### src/jtx_pkg.sv
// constants and types of the transmit link layers
`default_nettype none
package jtx_pkg;
  // =====================================
  // register map
  localparam logic [7:0] REG_CTRL = 8'h00;
  localparam logic [7:0] REG_KCFG = 8'h04;
  localparam logic [7:0] REG_STAT = 8'h08;
  localparam int CTRL_LINK = 0;
  localparam int CTRL_SCRAMBLE = 1;
  localparam int CTRL_E66  = 2;
  localparam int CTRL_FEC  = 3;
  localparam int CTRL_MODE = 4;
  localparam int STAT_ST   = 0;
  localparam int STAT_KOK  = 3;
  localparam int STAT_SYNC = 4;
  localparam int STAT_FRM  = 8;
  localparam logic [7:0] RST_KM1 = 8'h1F;
  localparam logic [1:0] RSP_OKAY = 2'h0;
  localparam logic [1:0] RSP_SLVERR = 2'h2;
  // =====================================
  // link constants
  localparam int FRAME_BITS = 64;
  localparam logic [11:0] KF_MIN = 12'h011;
  localparam logic [11:0] KF_MAX = 12'h400;
  localparam logic [1:0] ILAS_LAST = 2'h3;
  localparam logic [7:0] K28_0 = 8'h1C;
  localparam logic [7:0] K28_3 = 8'h7C;
  localparam logic [7:0] K28_5 = 8'hBC;
  localparam logic [1:0] SH_DATA = 2'h1;
  localparam int TAP8_A = 14;
  localparam int TAP8_B = 15;
  localparam int TAP66_A = 39;
  localparam int TAP66_B = 58;
  // 5b/6b and 3b/4b codes for negative running disparity
  localparam logic [191:0] TBL6 = {
    6'h2B, 6'h1E, 6'h2E, 6'h0E, 6'h36, 6'h16, 6'h26, 6'h33,
    6'h3A, 6'h1A, 6'h2A, 6'h0B, 6'h32, 6'h13, 6'h23, 6'h1B,
    6'h17, 6'h1C, 6'h2C, 6'h0D, 6'h34, 6'h15, 6'h25, 6'h39,
    6'h38, 6'h19, 6'h29, 6'h35, 6'h31, 6'h2D, 6'h1D, 6'h27};
  localparam logic [31:0] TBL4 = 32'hE6ADC59B;
  localparam logic [3:0] ALT7 = 4'h7;
  localparam logic [5:0] K28_6B = 6'h0F;
  localparam logic [31:0] K28_4B = 32'h7050C00B;

  typedef enum logic [2:0] {ST_IDLE, ST_CGS, ST_WAIT, ST_ILAS, ST_DATA} jtx_st_t;

  typedef struct packed {
    logic [7:0]  awaddr;
    logic        awvalid;
    logic [31:0] wdata;
    logic [3:0]  wstrb;
    logic        wvalid;
    logic        bready;
    logic [7:0]  araddr;
    logic        arvalid;
    logic        rready;
  } jtx_axi_req_t;

  typedef struct packed {
    logic        awready;
    logic        wready;
    logic        bvalid;
    logic [1:0]  bresp;
    logic        arready;
    logic        rvalid;
    logic [31:0] rdata;
    logic [1:0]  rresp;
  } jtx_axi_rsp_t;

  typedef struct packed {
    logic [9:0]  sym;
    logic        symValid;
    logic [65:0] blk;
    logic        blkValid;
  } jtx_lane_t;

  // octets per frame for each transport mode
  function automatic logic [3:0] jtx_oct_per_frame(input logic [1:0] mode);
    case (mode)
      2'h0: return 4'h1;
      2'h1: return 4'h2;
      2'h2: return 4'h4;
      default: return 4'h8;
    endcase
  endfunction : jtx_oct_per_frame
endpackage : jtx_pkg
`default_nettype wire

### src/jtx_link_tx.sv
// transmit link layers: transport, scrambler, line coding, lmfc, registers
`timescale 1ns/10ps
`default_nettype none
module jtx_link_tx #(
  parameter int M  = 8,
  parameter int S  = 1,
  parameter int NP = 8
) (
  input  wire logic                  clk,
  input  wire logic                  rst_n,
  input  wire logic [M*S*NP-1:0]     frameIn,
  output logic                       frameTake,
  input  wire logic                  sysref,
  input  wire logic                  syncN,
  input  wire jtx_pkg::jtx_axi_req_t axiReq,
  output var jtx_pkg::jtx_axi_rsp_t  axiRsp,
  output var jtx_pkg::jtx_lane_t     lane,
  output logic                       fecEnable
);
  if (M * S * NP != jtx_pkg::FRAME_BITS) begin : g_chk
    $error("samples must fill the frame word");
  end

  typedef struct packed {
    jtx_pkg::jtx_st_t st;
    logic        rd;
    logic [57:0] lfsr;
    logic [1:0]  sysSync;
    logic [1:0]  syncSync;
    logic        sysPrev;
    logic [2:0]  octIdx;
    logic [7:0]  frmIdx;
    logic [7:0]  lemcIdx;
    logic        lmfcPulse;
    logic [1:0]  mfCnt;
    logic [7:0]  ramp;
    logic [63:0] frame;
    logic        linkEn;
    logic        scrambleEn;
    logic        enc66;
    logic        fecEn;
    logic [1:0]  mode;
    logic [7:0]  kM1;
    logic        awHave;
    logic [7:0]  awAddr;
    logic        wHave;
    logic [31:0] wData;
    logic [3:0]  wStrb;
    logic        bvalid;
    logic [1:0]  bresp;
    logic        rvalid;
    logic [31:0] rdata;
    logic [1:0]  rresp;
    logic [9:0]  sym;
    logic        symValid;
    logic [7:0]  curOct;
    logic        curK;
    logic [55:0] blk;
    logic [65:0] blkOut;
    logic        blkValid;
  } jtx_state_t;

  jtx_state_t q_r;
  jtx_state_t q_nxt;

  // =====================================
  // helpers
  function automatic logic [121:0] scrambleBits(input logic [57:0] st, input logic [63:0] d,
                                           input int nb, input int ta, input int tb);
    logic [57:0] s;
    logic [63:0] o;
    logic        b;
    s = st;
    o = d;
    for (int i = 63; i >= 0; i--) begin
      if (i >= 64 - nb) begin
        b = d[i] ^ s[ta-1] ^ s[tb-1];
        o[i] = b;
        s = {s[56:0], b};
      end
    end
    return {s, o};
  endfunction : scrambleBits

  function automatic logic [10:0] enc8b10b(input logic [7:0] d, input logic k, input logic rd);
    logic [5:0] c6;
    logic [3:0] c4;
    logic       r;
    logic [4:0] x;
    logic [2:0] y;
    x = d[4:0];
    y = d[7:5];
    r = rd;
    if (k) begin
      c6 = jtx_pkg::K28_6B;
      c4 = jtx_pkg::K28_4B[4*y +: 4];
      if (r) c6 = ~c6;
      r = ~r;
      if (r) c4 = ~c4;
      if ($countones(c4) != 2) r = ~r;
    end else begin
      c6 = jtx_pkg::TBL6[6*x +: 6];
      if (r && ($countones(c6) != 3 || x == 5'h07)) c6 = ~c6;
      if ($countones(c6) != 3) r = ~r;
      c4 = jtx_pkg::TBL4[4*y +: 4];
      if (y == 3'h7 && ((!r && (x == 5'h11 || x == 5'h12 || x == 5'h14)) ||
                        (r && (x == 5'h0B || x == 5'h0D || x == 5'h0E)))) c4 = jtx_pkg::ALT7;
      if (r && ($countones(c4) != 2 || y == 3'h3)) c4 = ~c4;
      if ($countones(c4) != 2) r = ~r;
    end
    return {r, c6, c4};
  endfunction : enc8b10b

  logic [3:0]  fOf;
  logic [2:0]  fLast;
  logic [11:0] kTot;
  logic        kValid;
  logic        kOk;
  logic        sysRise;
  logic        syncOk;
  logic        wrapNow;
  logic        mfStart;
  logic        lastOct;
  logic [7:0]  frameOct;

  assign fOf      = jtx_pkg::jtx_oct_per_frame(q_r.mode);
  assign fLast    = 3'(fOf - 4'h1);
  assign kTot     = ({4'h0, q_r.kM1} + 12'h1) * {8'h0, fOf};
  assign kValid   = kTot >= jtx_pkg::KF_MIN && kTot <= jtx_pkg::KF_MAX;
  assign kOk      = q_r.enc66 | kValid;
  assign sysRise  = q_r.sysSync[1] & ~q_r.sysPrev;
  assign syncOk   = q_r.syncSync[1];
  assign lastOct  = q_r.octIdx == fLast;
  assign wrapNow  = lastOct && q_r.frmIdx == q_r.kM1;
  assign mfStart  = q_r.octIdx == 3'h0 && q_r.frmIdx == 8'h0;
  assign frameOct = q_r.frame[{3'h7 - q_r.octIdx, 3'h0} +: 8];

  // =====================================
  // bus answers and outputs
  assign axiRsp = '{awready: ~q_r.awHave & ~q_r.bvalid, wready: ~q_r.wHave & ~q_r.bvalid,
                    bvalid: q_r.bvalid, bresp: q_r.bresp, arready: ~q_r.rvalid,
                    rvalid: q_r.rvalid, rdata: q_r.rdata, rresp: q_r.rresp};
  assign lane = '{sym: q_r.sym, symValid: q_r.symValid, blk: q_r.blkOut, blkValid: q_r.blkValid};
  assign frameTake = lastOct;
  assign fecEnable = q_r.fecEn;

  always_comb begin
    logic [7:0]   oct;
    logic         isK;
    logic         emit;
    logic         doScramble;
    logic [121:0] sr;
    logic [10:0]  ec;
    logic [31:0]  rd;
    oct = frameOct;
    isK = 1'b0;
    emit = 1'b1;
    doScramble = 1'b0;
    sr = '0;
    ec = '0;
    rd = '0;
    q_nxt = q_r;
    // =====================================
    // synchronisers and lmfc / lemc
    q_nxt.sysSync = {q_r.sysSync[0], sysref};
    q_nxt.syncSync = {q_r.syncSync[0], syncN};
    q_nxt.sysPrev = q_r.sysSync[1];
    q_nxt.octIdx = lastOct ? 3'h0 : q_r.octIdx + 3'h1;
    if (lastOct) begin
      q_nxt.frmIdx = (q_r.frmIdx == q_r.kM1) ? 8'h0 : q_r.frmIdx + 8'h1;
      q_nxt.frame = frameIn;
    end
    q_nxt.lemcIdx = q_r.lemcIdx + 8'h1;
    q_nxt.lmfcPulse = q_r.enc66 ? q_r.lemcIdx == 8'hFF : wrapNow;
    if (sysRise) begin
      q_nxt.octIdx = 3'h0;
      q_nxt.frmIdx = 8'h0;
      q_nxt.lemcIdx = 8'h0;
      q_nxt.lmfcPulse = 1'b0;
    end
    // =====================================
    // link sequence
    case (q_r.st)
      jtx_pkg::ST_IDLE: begin
        emit = 1'b0;
        if (q_r.linkEn) q_nxt.st = q_r.enc66 ? jtx_pkg::ST_DATA : jtx_pkg::ST_CGS;
      end
      jtx_pkg::ST_CGS: begin
        oct = jtx_pkg::K28_5;
        isK = 1'b1;
        if (syncOk) q_nxt.st = jtx_pkg::ST_WAIT;
      end
      jtx_pkg::ST_WAIT: begin
        oct = jtx_pkg::K28_5;
        isK = 1'b1;
        if (!syncOk) begin
          q_nxt.st = jtx_pkg::ST_CGS;
        end else if (wrapNow && !sysRise) begin
          q_nxt.st = jtx_pkg::ST_ILAS;
          q_nxt.mfCnt = 2'h0;
          q_nxt.ramp = 8'h0;
        end
      end
      jtx_pkg::ST_ILAS: begin
        if (mfStart) begin
          oct = jtx_pkg::K28_0;
          isK = 1'b1;
        end else if (wrapNow) begin
          oct = jtx_pkg::K28_3;
          isK = 1'b1;
        end else begin
          oct = q_r.ramp;
          q_nxt.ramp = q_r.ramp + 8'h1;
        end
        if (wrapNow) begin
          q_nxt.mfCnt = q_r.mfCnt + 2'h1;
          if (q_r.mfCnt == jtx_pkg::ILAS_LAST) q_nxt.st = jtx_pkg::ST_DATA;
        end
        if (!syncOk) q_nxt.st = jtx_pkg::ST_CGS;
      end
      jtx_pkg::ST_DATA: begin
        doScramble = q_r.enc66 | q_r.scrambleEn;
        if (!q_r.enc66 && !syncOk) q_nxt.st = jtx_pkg::ST_CGS;
      end
      default: q_nxt.st = jtx_pkg::ST_IDLE;
    endcase
    if (!q_r.linkEn || !kOk) q_nxt.st = jtx_pkg::ST_IDLE;
    // =====================================
    // scrambling and line coding
    q_nxt.symValid = 1'b0;
    q_nxt.blkValid = 1'b0;
    if (!q_r.enc66) begin
      if (doScramble) begin
        // self-synchronous: no seed passes to the receiver
        sr = scrambleBits(q_r.lfsr, {oct, 56'h0}, 8, jtx_pkg::TAP8_A, jtx_pkg::TAP8_B);
        oct = sr[63:56];
        q_nxt.lfsr = sr[121:64];
      end
      if (emit) begin
        ec = enc8b10b(oct, isK, q_r.rd);
        q_nxt.rd = ec[10];
        q_nxt.sym = ec[9:0];
        q_nxt.symValid = 1'b1;
      end
    end else if (q_r.st == jtx_pkg::ST_DATA) begin
      q_nxt.blk = {q_r.blk[47:0], oct};
      if (q_r.lemcIdx[2:0] == 3'h7) begin
        sr = scrambleBits(q_r.lfsr, {q_r.blk, oct}, 64, jtx_pkg::TAP66_A, jtx_pkg::TAP66_B);
        q_nxt.lfsr = sr[121:64];
        q_nxt.blkOut = {jtx_pkg::SH_DATA, sr[63:0]};
        q_nxt.blkValid = 1'b1;
      end
    end
    q_nxt.curOct = oct;
    q_nxt.curK = isK & emit;
    // =====================================
    // register slave
    if (axiReq.awvalid && axiRsp.awready) begin
      q_nxt.awHave = 1'b1;
      q_nxt.awAddr = axiReq.awaddr;
    end
    if (axiReq.wvalid && axiRsp.wready) begin
      q_nxt.wHave = 1'b1;
      q_nxt.wData = axiReq.wdata;
      q_nxt.wStrb = axiReq.wstrb;
    end
    if (q_r.awHave && q_r.wHave) begin
      q_nxt.awHave = 1'b0;
      q_nxt.wHave = 1'b0;
      q_nxt.bvalid = 1'b1;
      q_nxt.bresp = jtx_pkg::RSP_OKAY;
      case ({q_r.awAddr[7:2], 2'h0})
        jtx_pkg::REG_CTRL: begin
          if (q_r.wStrb[0]) begin
            q_nxt.linkEn = q_r.wData[jtx_pkg::CTRL_LINK];
            q_nxt.scrambleEn = q_r.wData[jtx_pkg::CTRL_SCRAMBLE];
            q_nxt.enc66 = q_r.wData[jtx_pkg::CTRL_E66];
            q_nxt.fecEn = q_r.wData[jtx_pkg::CTRL_FEC];
            q_nxt.mode = q_r.wData[jtx_pkg::CTRL_MODE +: 2];
          end
        end
        jtx_pkg::REG_KCFG: begin
          if (q_r.wStrb[0]) q_nxt.kM1 = q_r.wData[7:0];
        end
        jtx_pkg::REG_STAT: q_nxt.bresp = jtx_pkg::RSP_OKAY;
        default: q_nxt.bresp = jtx_pkg::RSP_SLVERR;
      endcase
    end
    if (q_r.bvalid && axiReq.bready) q_nxt.bvalid = 1'b0;
    if (axiReq.arvalid && axiRsp.arready) begin
      q_nxt.rvalid = 1'b1;
      q_nxt.rresp = jtx_pkg::RSP_OKAY;
      case ({axiReq.araddr[7:2], 2'h0})
        jtx_pkg::REG_CTRL: begin
          rd[jtx_pkg::CTRL_LINK] = q_r.linkEn;
          rd[jtx_pkg::CTRL_SCRAMBLE] = q_r.scrambleEn;
          rd[jtx_pkg::CTRL_E66] = q_r.enc66;
          rd[jtx_pkg::CTRL_FEC] = q_r.fecEn;
          rd[jtx_pkg::CTRL_MODE +: 2] = q_r.mode;
        end
        jtx_pkg::REG_KCFG: rd[7:0] = q_r.kM1;
        jtx_pkg::REG_STAT: begin
          rd[jtx_pkg::STAT_ST +: 3] = q_r.st;
          rd[jtx_pkg::STAT_KOK] = kValid;
          rd[jtx_pkg::STAT_SYNC] = syncOk;
          rd[jtx_pkg::STAT_FRM +: 8] = q_r.frmIdx;
        end
        default: q_nxt.rresp = jtx_pkg::RSP_SLVERR;
      endcase
      q_nxt.rdata = rd;
    end else if (q_r.rvalid && axiReq.rready) begin
      q_nxt.rvalid = 1'b0;
    end
  end

  always_ff @(posedge clk or negedge rst_n) begin
    if (!rst_n) begin
      q_r <= '0;
      q_r.kM1 <= jtx_pkg::RST_KM1;
    end else begin
      q_r <= q_nxt;
    end
  end
endmodule : jtx_link_tx
`default_nettype wire

### config.mk
export PLATFORM = sky130hd
export DESIGN_NAME = jtx_link_tx
export DESIGN_NICKNAME = d
export VERILOG_FILES = /design/src/jtx_pkg.sv /design/src/jtx_link_tx.sv
export SDC_FILE = /design/constraint.sdc
export NUM_CORES = 1
export LEC_CHECK = 0
export BUFFER_PORTS_ARGS = -buffer_cell sky130_fd_sc_hd__buf_2
export CAP_MARGIN = 10
export CORE_MARGIN = 5
export CORE_UTILIZATION = 55
export DETAILED_ROUTE_END_ITERATION = 16
export GPL_ROUTABILITY_DRIVEN = 1
export GPL_TIMING_DRIVEN = 1
export PLACE_DENSITY = 0.73
export SYNTH_ARGS = -nofsm -noshare
export SYNTH_HDL_FRONTEND = slang
export SYNTH_SLANG_ARGS = --single-unit
### constraint.sdc
create_clock -name clk -period 15.88 [get_ports clk]
set_clock_uncertainty 0.2 [all_clocks]
set_input_delay 1.588 -clock clk [delete_from_list [all_inputs] [get_ports clk]]
set_output_delay 1.588 -clock clk [all_outputs]
set_load 0.02 [all_outputs]
==> results of run 1 <==
[flip-flops by register name, indices dropped and copies added, names as in the netlist]
name and cells:
axiRsp 20, fecEnable 1, lane 77, q_nxt 3, q_r 238
[synthesized netlist by cell type, drive strengths merged, types with 16 or more instances]
library cell	instances	share of area
o21ai	71	0.019
clkbuf	75	0.015
inv	53	0.010
dfrtp	334	0.44
xor2	55	0.026
o21a	16	0.0063
nand3	21	0.0055
buf	138	0.052
nand2	303	0.059
ha	49	0.032
nor2	118	0.023
xnor2	142	0.065
fa	21	0.022
mux2i	55	0.029
mux2	132	0.078
mux4	16	0.019
a21oi	71	0.019
[how the worst max path moves through the flow]
stage	startpoint	slack, ns	end	cells after the start
after detailed placement	q_r[236]$_DFFE_PN0P_	3.22	q_r[398]$_DFFE_PN0P_	45
after global placement	q_r[236]$_DFFE_PN0P_	3.45	q_r[398]$_DFFE_PN0P_	45
after global routing	q_r[235]$_DFFE_PN0P_	2.41	q_r[398]$_DFFE_PN0P_	46
after CTS	q_r[235]$_DFFE_PN0P_	3.14	q_r[398]$_DFFE_PN0P_	45
final	q_r[235]$_DFFE_PN0P_	3.19	q_r[398]$_DFFE_PN0P_	45
after floorplan	q_r[333]$_DFF_PN0_	4.67	q_r[398]$_DFFE_PN0P_	49
[final cells by class]
class                      instances  area [µm²]  share of cell area
tap                              455         569              0.0270
multi-input combinational       1271        9310               0.442
inverter                          54         203             0.00962
clock inverter                    16         349              0.0166
sequential                       339        8490               0.403
clock buffer                      48        1050              0.0498
timing repair buffer             210        1100              0.0521
antenna                            1        2.50            0.000119
[worst max-delay path, delay by kind of cell (launching register included)]
kind	cells	cell delay, ns
fa+ha+maj	15	5.09
flops	1	0.49
xor+xnor	4	0.95
simple gates	7	1.88
compound gates	12	3.45
buf+inv	7	0.50
[per-stage QoR]
stage,power (mW),cells,instance area (µm²),util
2_1_floorplan,2.85,1877,19300,-
3_3_place_gp,3.20,2329,19700,0.571
3_5_place_dp,3.28,2329,19700,0.571
4_1_cts,4.28,2393,21100,0.611
5_1_grt,4.59,2393,21100,0.611
6_report,4.24,2394,21100,0.611
[kinds of logic after synthesis]
| logic type | count (synthesis) |
|---|---|
| AOI/OAI and AO/OA | 248 |
| xor gates and xnor gates | 197 |
| adders and majority gates | 70 |
| buffers and inverters | 267 |
| DFF | 339 |
| muxes | 203 |
| other | 1 |
| and+or+nand+nor | 534 |
[layer usage]
| layer | wire [µm] | vias up |
|---|---|---|
| met1 | 20000 | 6577 |
| li1 | - | 6229 |
| met2 | 21400 | 446 |
| met4 | 1000 | 4 |
| met5 | 19 | - |
| met3 | 3670 | 79 |
[power by group]
group	leakage [nW]	internal (mW)	total, mW	switching (mW)
registers	4.50	1.00	1.10	0.101
clock network	0.683	0.631	0.991	0.359
logic	4.84	0.960	2.15	1.19
==> impl_metrics.toml, run 1 <==
[die]
ios = 246
dieArea_mm2 = 0.0387
core_area_mm2 = 0.0345
die_x_um = 197
initial_utilization = 0.557
rows = 68
die_y_um = 197

[placed_design]
port_buffers = 195
dpl_worst_slack_ns = 3.22
place.detailed.hpwl_mm = 33.2
gp_congestion = 0.893

[critical_path]
path_common_cell = "ha_1"
rr_worst_depth = 45
crit-reg2reg-capture = "q_r[398]$_DFFE_PN0P_"
crit_type = "reg -> reg"
crit_path_end_kind = "flop"
crit_arrival_ns = 12.92
r2r_setup_slack_ns = 3.19
crit_required_ns = 16.11
cp_max_fo = 13
critPathMaxStageDelay_ns = 0.58
r2r_start = "q_r[235]$_DFFE_PN0P_"
slowest_stage = "fa_1"
cp-start-kind = "flop"

[logic_synthesis]
synthArstFlopShare = 1.00
syn_area_per_cell_um2 = 10.3
synth-seq-cells = 339
synth_adder_area_share = 0.0539
synth_xor_xnor_area_share = 0.0917
yosys_warnings = 0
synthSimpleGateAreaFrac = 0.121
synthCells = 1859
synth_edf_count = 0
synthMuxAreaShare = 0.125
synth_compound_area_frac = 0.0884
ys_types = 91
syn_area_mm2 = 0.0192
yosysSeqAreaShare = 0.442
synth_top_family_by_area = "multiplexers"
synth_ff_type = "dfrtp_1"

[global_routing]
busiest_layer = "met2"
antenna_found_initial = 4
use_met3 = 0.0583
gr-usage-all-layers = 0.234
grt_overflow_total = 0
met1_usage = 0.327
use_met2 = 0.376
grt_pass1_vias = 13400
grt_pass1_wl_mm = 73.8
grt_max_degree = 136

[timing]
worstMarginPinSlew_ns = 1.15
period_share = 0.799
hold_ws_ns = 0.146
fmax_mhz = 78.8
finalSetupViolations = 0
min_period_ns = 12.69
hold_violations = 0
rsz0062_at_grt = "false"
setup_ws_ns = 3.19
slew_headroom = 0.235
finalMaxSlewViolations = 0
finalSetupTns_ns = 0

[detailed_routing]
first_pass_iters = 7
drt_iter0_drc = 948
drc = 0
vias = 13300
viasPerCell = 5.57
routed_wl_mm = 46.0
routedWlPerCell_um = 19.2
ant_nets = 0

[cts]
cts-root-buf = "clkbuf_16"
cts_buffers = 38
htreeDepth = 2
clock_path_buffers = 3
numClockSinks = 339
hold_buffers = 0
clkTransAtPathRegs_ns = 0.06
tritoncts = "done"
insertion_delay_ns = 0.53
cts-resized-gates = 0
post_cts_buffers = 0

[power_and_ir_drop]
powerDensity_mw_per_mm2 = 201
cellLeakagePower_nw = 10.0
peakVddDrop_mv = 0.294

[layout]
mostFrequentLayoutCells = "dfrtp_1, nand2_1, buf_2"
num-fill-cells = 2814
final_nets = 2109
drive_gt1_frac = 0.239
synthToLayoutAreaGrowth_pct = 9.79
final_common_cell = "dfrtp_1"

[worst_hold_path]
min_path_cells = 0
hp-start = "q_nxt[337]$_DFF_PN0_"
min_to = "q_r[337]$_DFF_PN0_"
hold_class = "reg -> reg"

[outcome]
outcome = "completed"

[flow_run]
maxCapViolations = 0
No activity file was read; power rests on OpenSTA's default activity.
==> run 2, diff against run 1 <==
--- a/config.mk
+++ b/config.mk
@@ -5,6 +5,7 @@
 export SDC_FILE = /design/constraint.sdc
 export NUM_CORES = 1
 export LEC_CHECK = 0
+export ABC_AREA = 1
 export BUFFER_PORTS_ARGS = -buffer_cell sky130_fd_sc_hd__buf_2
 export CAP_MARGIN = 10
 export CORE_MARGIN = 5
==> constraint.sdc (replaced) <==
create_clock -name clk -period 12.7 [get_ports clk]
set_clock_uncertainty 0.2 [all_clocks]
set_input_delay 1.27 -clock clk [delete_from_list [all_inputs] [get_ports clk]]
set_output_delay 1.27 -clock clk [all_outputs]
set_load 0.02 [all_outputs]
==> run 2 against run 1 <==
Net effect: non-clock buffer count is 2 lower; utilization decreased by 0.38 points; largest cell class unchanged; critical endpoint unchanged; global-route usage rose by 1.5 points.
==> impl_metrics.toml, run 2 <==
[critical_path]
crit_path_end_kind = "flop"
slowest_stage = "dfrtp_1"
crit_type = "reg -> reg"
cp-start-kind = "flop"
path_common_cell = "nand2_1"
crit_required_ns = 12.92
critPathMaxStageDelay_ns = 0.71
crit_arrival_ns = 11.67
cp_max_fo = 16

[die]
dieArea_mm2 = 0.0386
rows = 68
core_area_mm2 = 0.0345
die_y_um = 197
ios = 246
initial_utilization = 0.556
die_x_um = 197

[detailed_routing]
viasPerCell = 5.39
first_pass_iters = 6
routedWlPerCell_um = 16.8
vias = 15600
drc = 0
drt_iter0_drc = 1444
ant_nets = 0
routed_wl_mm = 48.5

[power_and_ir_drop]
p_switching_mw = 2.32
p_sw_frac = 0.445
power_mw = 5.23
cellLeakagePower_nw = 10.9
combPwrFrac = 0.520
seq_power_share = 0.263
clockPowerShare = 0.218
intPower_mw = 2.90
powerDensity_mw_per_mm2 = 250
peakVddDrop_mv = 0.351

[cts]
clkTransAtPathRegs_ns = 0.06
post_cts_buffers = 0
htreeDepth = 2
clock_path_buffers = 3
cts_buffers = 38
hold_buffers = 0
numClockSinks = 339
tritoncts = "done"
cts-root-buf = "clkbuf_16"
cts-resized-gates = 0
insertion_delay_ns = 0.57

[logic_synthesis]
synth_edf_count = 0
yosysSeqAreaShare = 0.443
synth_common_cells = "nand2_1, dfrtp_1, inv_1"
synth_top_area_frac = 0.436
synth_largest_area_cell = "dfrtp_1"
synthCells = 2348
synth_most_common_cell = "nand2_1"
synth-seq-cells = 339
synth_ff_type = "dfrtp_1"
ys_types = 59
synthArstFlopShare = 1.00
synthTopCellsByArea = "dfrtp_1, nand2_1, buf_4"
yosys_warnings = 0
syn_area_mm2 = 0.0191
syn_area_per_cell_um2 = 8.16

[timing]
finalSetupViolations = 0
fmax_mhz = 87.3
rsz0062_at_grt = "false"
slew_headroom = 0.241
finalSetupTns_ns = 0
hold_violations = 0
worstMarginPinSlew_ns = 1.14
finalMaxSlewViolations = 0
min_period_ns = 11.45
period_share = 0.902

[global_routing]
grt_pass1_vias = 15100
grt_overflow_total = 0
grt_max_degree = 130
antenna_found_initial = 0
grt_pass1_wl_mm = 79.0
gr-usage-all-layers = 0.249

[layout]
final_nets = 2601
fin_area_mm2 = 0.0209
mostFrequentLayoutCells = "nand2_1, dfrtp_1, buf_2"
largest_reg_flops = 238
final_common_cell = "nand2_1"
regMostFlops = "q_r"
synthToLayoutAreaGrowth_pct = 9.35
drive_gt1_frac = 0.135
diodes = 0

[placed_design]
place.detailed.hpwl_mm = 34.2
placed_cell_area_mm2 = 0.0196
gp_congestion = 0.889
port_buffers = 195

[flow_run]
maxCapViolations = 0

[worst_hold_path]
hold_class = "reg -> reg"

[outcome]
outcome = "completed"
## run 2: cells by family (layout without fill, tap and decap cells)
kind of cell | Yosys count | in the layout | synth area share
simple gates | 1084 | 1084 | 0.231
flops | 339 | 339 | 0.443
fa+ha+maj | 70 | 70 | 0.0540
mux | 7 | 7 | 0.00412
xor+xnor | 158 | 158 | 0.0727
other cells | 1 | 19 | 0.000196
compound gates | 311 | 311 | 0.0962
buf+inv | 378 | 448 | 0.0986
## run 2: worst paths after layout
check	from	end	slack (ns)	cells after the start
hold reg to reg	q_nxt[337]$_DFF_PN0_	q_r[337]$_DFF_PN0_	0.15	0
min in group asynchronous	rst_n	q_r[224]$_DFFE_PN0P_	0.59	1
setup reg to reg	q_r[333]$_DFF_PN0_	q_r[398]$_DFFE_PN0P_	1.25	62
max in group asynchronous	rst_n	axiRsp[16]$_DFFE_PN0P_	9.27	3
setup / recovery	q_r[333]$_DFF_PN0_	q_r[398]$_DFFE_PN0P_	1.25	62
hold / removal	q_nxt[337]$_DFF_PN0_	q_r[337]$_DFF_PN0_	0.15	0
## run 2: area by class of cell
class                   instances  area [µm²]
repair buffers                208        1080
well taps                     455         569
inverters                     170         641
clock inverters                12         156
clock buffers                  58        1140
multi-input cells            1649        8860
fillers                      2990       13500
flip-flops and latches        339        8490
## run 2: power by group through the flow
| stage | combinational (mW) | clock (mW) | sequential [mW] |
|---|---|---|---|
| 2_1_floorplan | 2.15 | 0 | 1.35 |
| 3_3_place_gp | 2.62 | 0 | 1.38 |
| 3_5_place_dp | 2.73 | 0 | 1.39 |
| 4_1_cts | 2.74 | 1.16 | 1.37 |
| 5_1_grt | 3.21 | 1.21 | 1.39 |
| 6_report | 2.72 | 1.14 | 1.37 |
## run 2: per-stage QoR
step	instances	utilization	worst slack, ns	hold WS (ns)
floorplan	2366	-	2.26	0.131
global placement	2821	0.570	1.50	0.139
detailed placement	2821	0.570	1.27	0.137
CTS	2891	0.608	1.23	0.147
global route	2891	0.608	0.0712	0.161
finish	2891	0.608	1.25	0.150
## run 2: per-layer routing
metal  track usage  routed length [µm]  vias up
li1              -                   -     7475
met1         0.356               21500     7466
met2         0.398               22600      554
met3        0.0472                3310       84
met4        0.0616                1130        0
met5             0                   0        -
## run 2: critical path, delay by kind of cell, from the launching register on
| kind | cells | cell delay [ns] |
|---|---|---|
| buf+inv | 12 | 0.95 |
| fa+ha+maj | 16 | 5.16 |
| compound gates | 4 | 0.75 |
| flops | 1 | 0.71 |
| simple gates | 29 | 3.43 |
| xor+xnor | 1 | 0.11 |
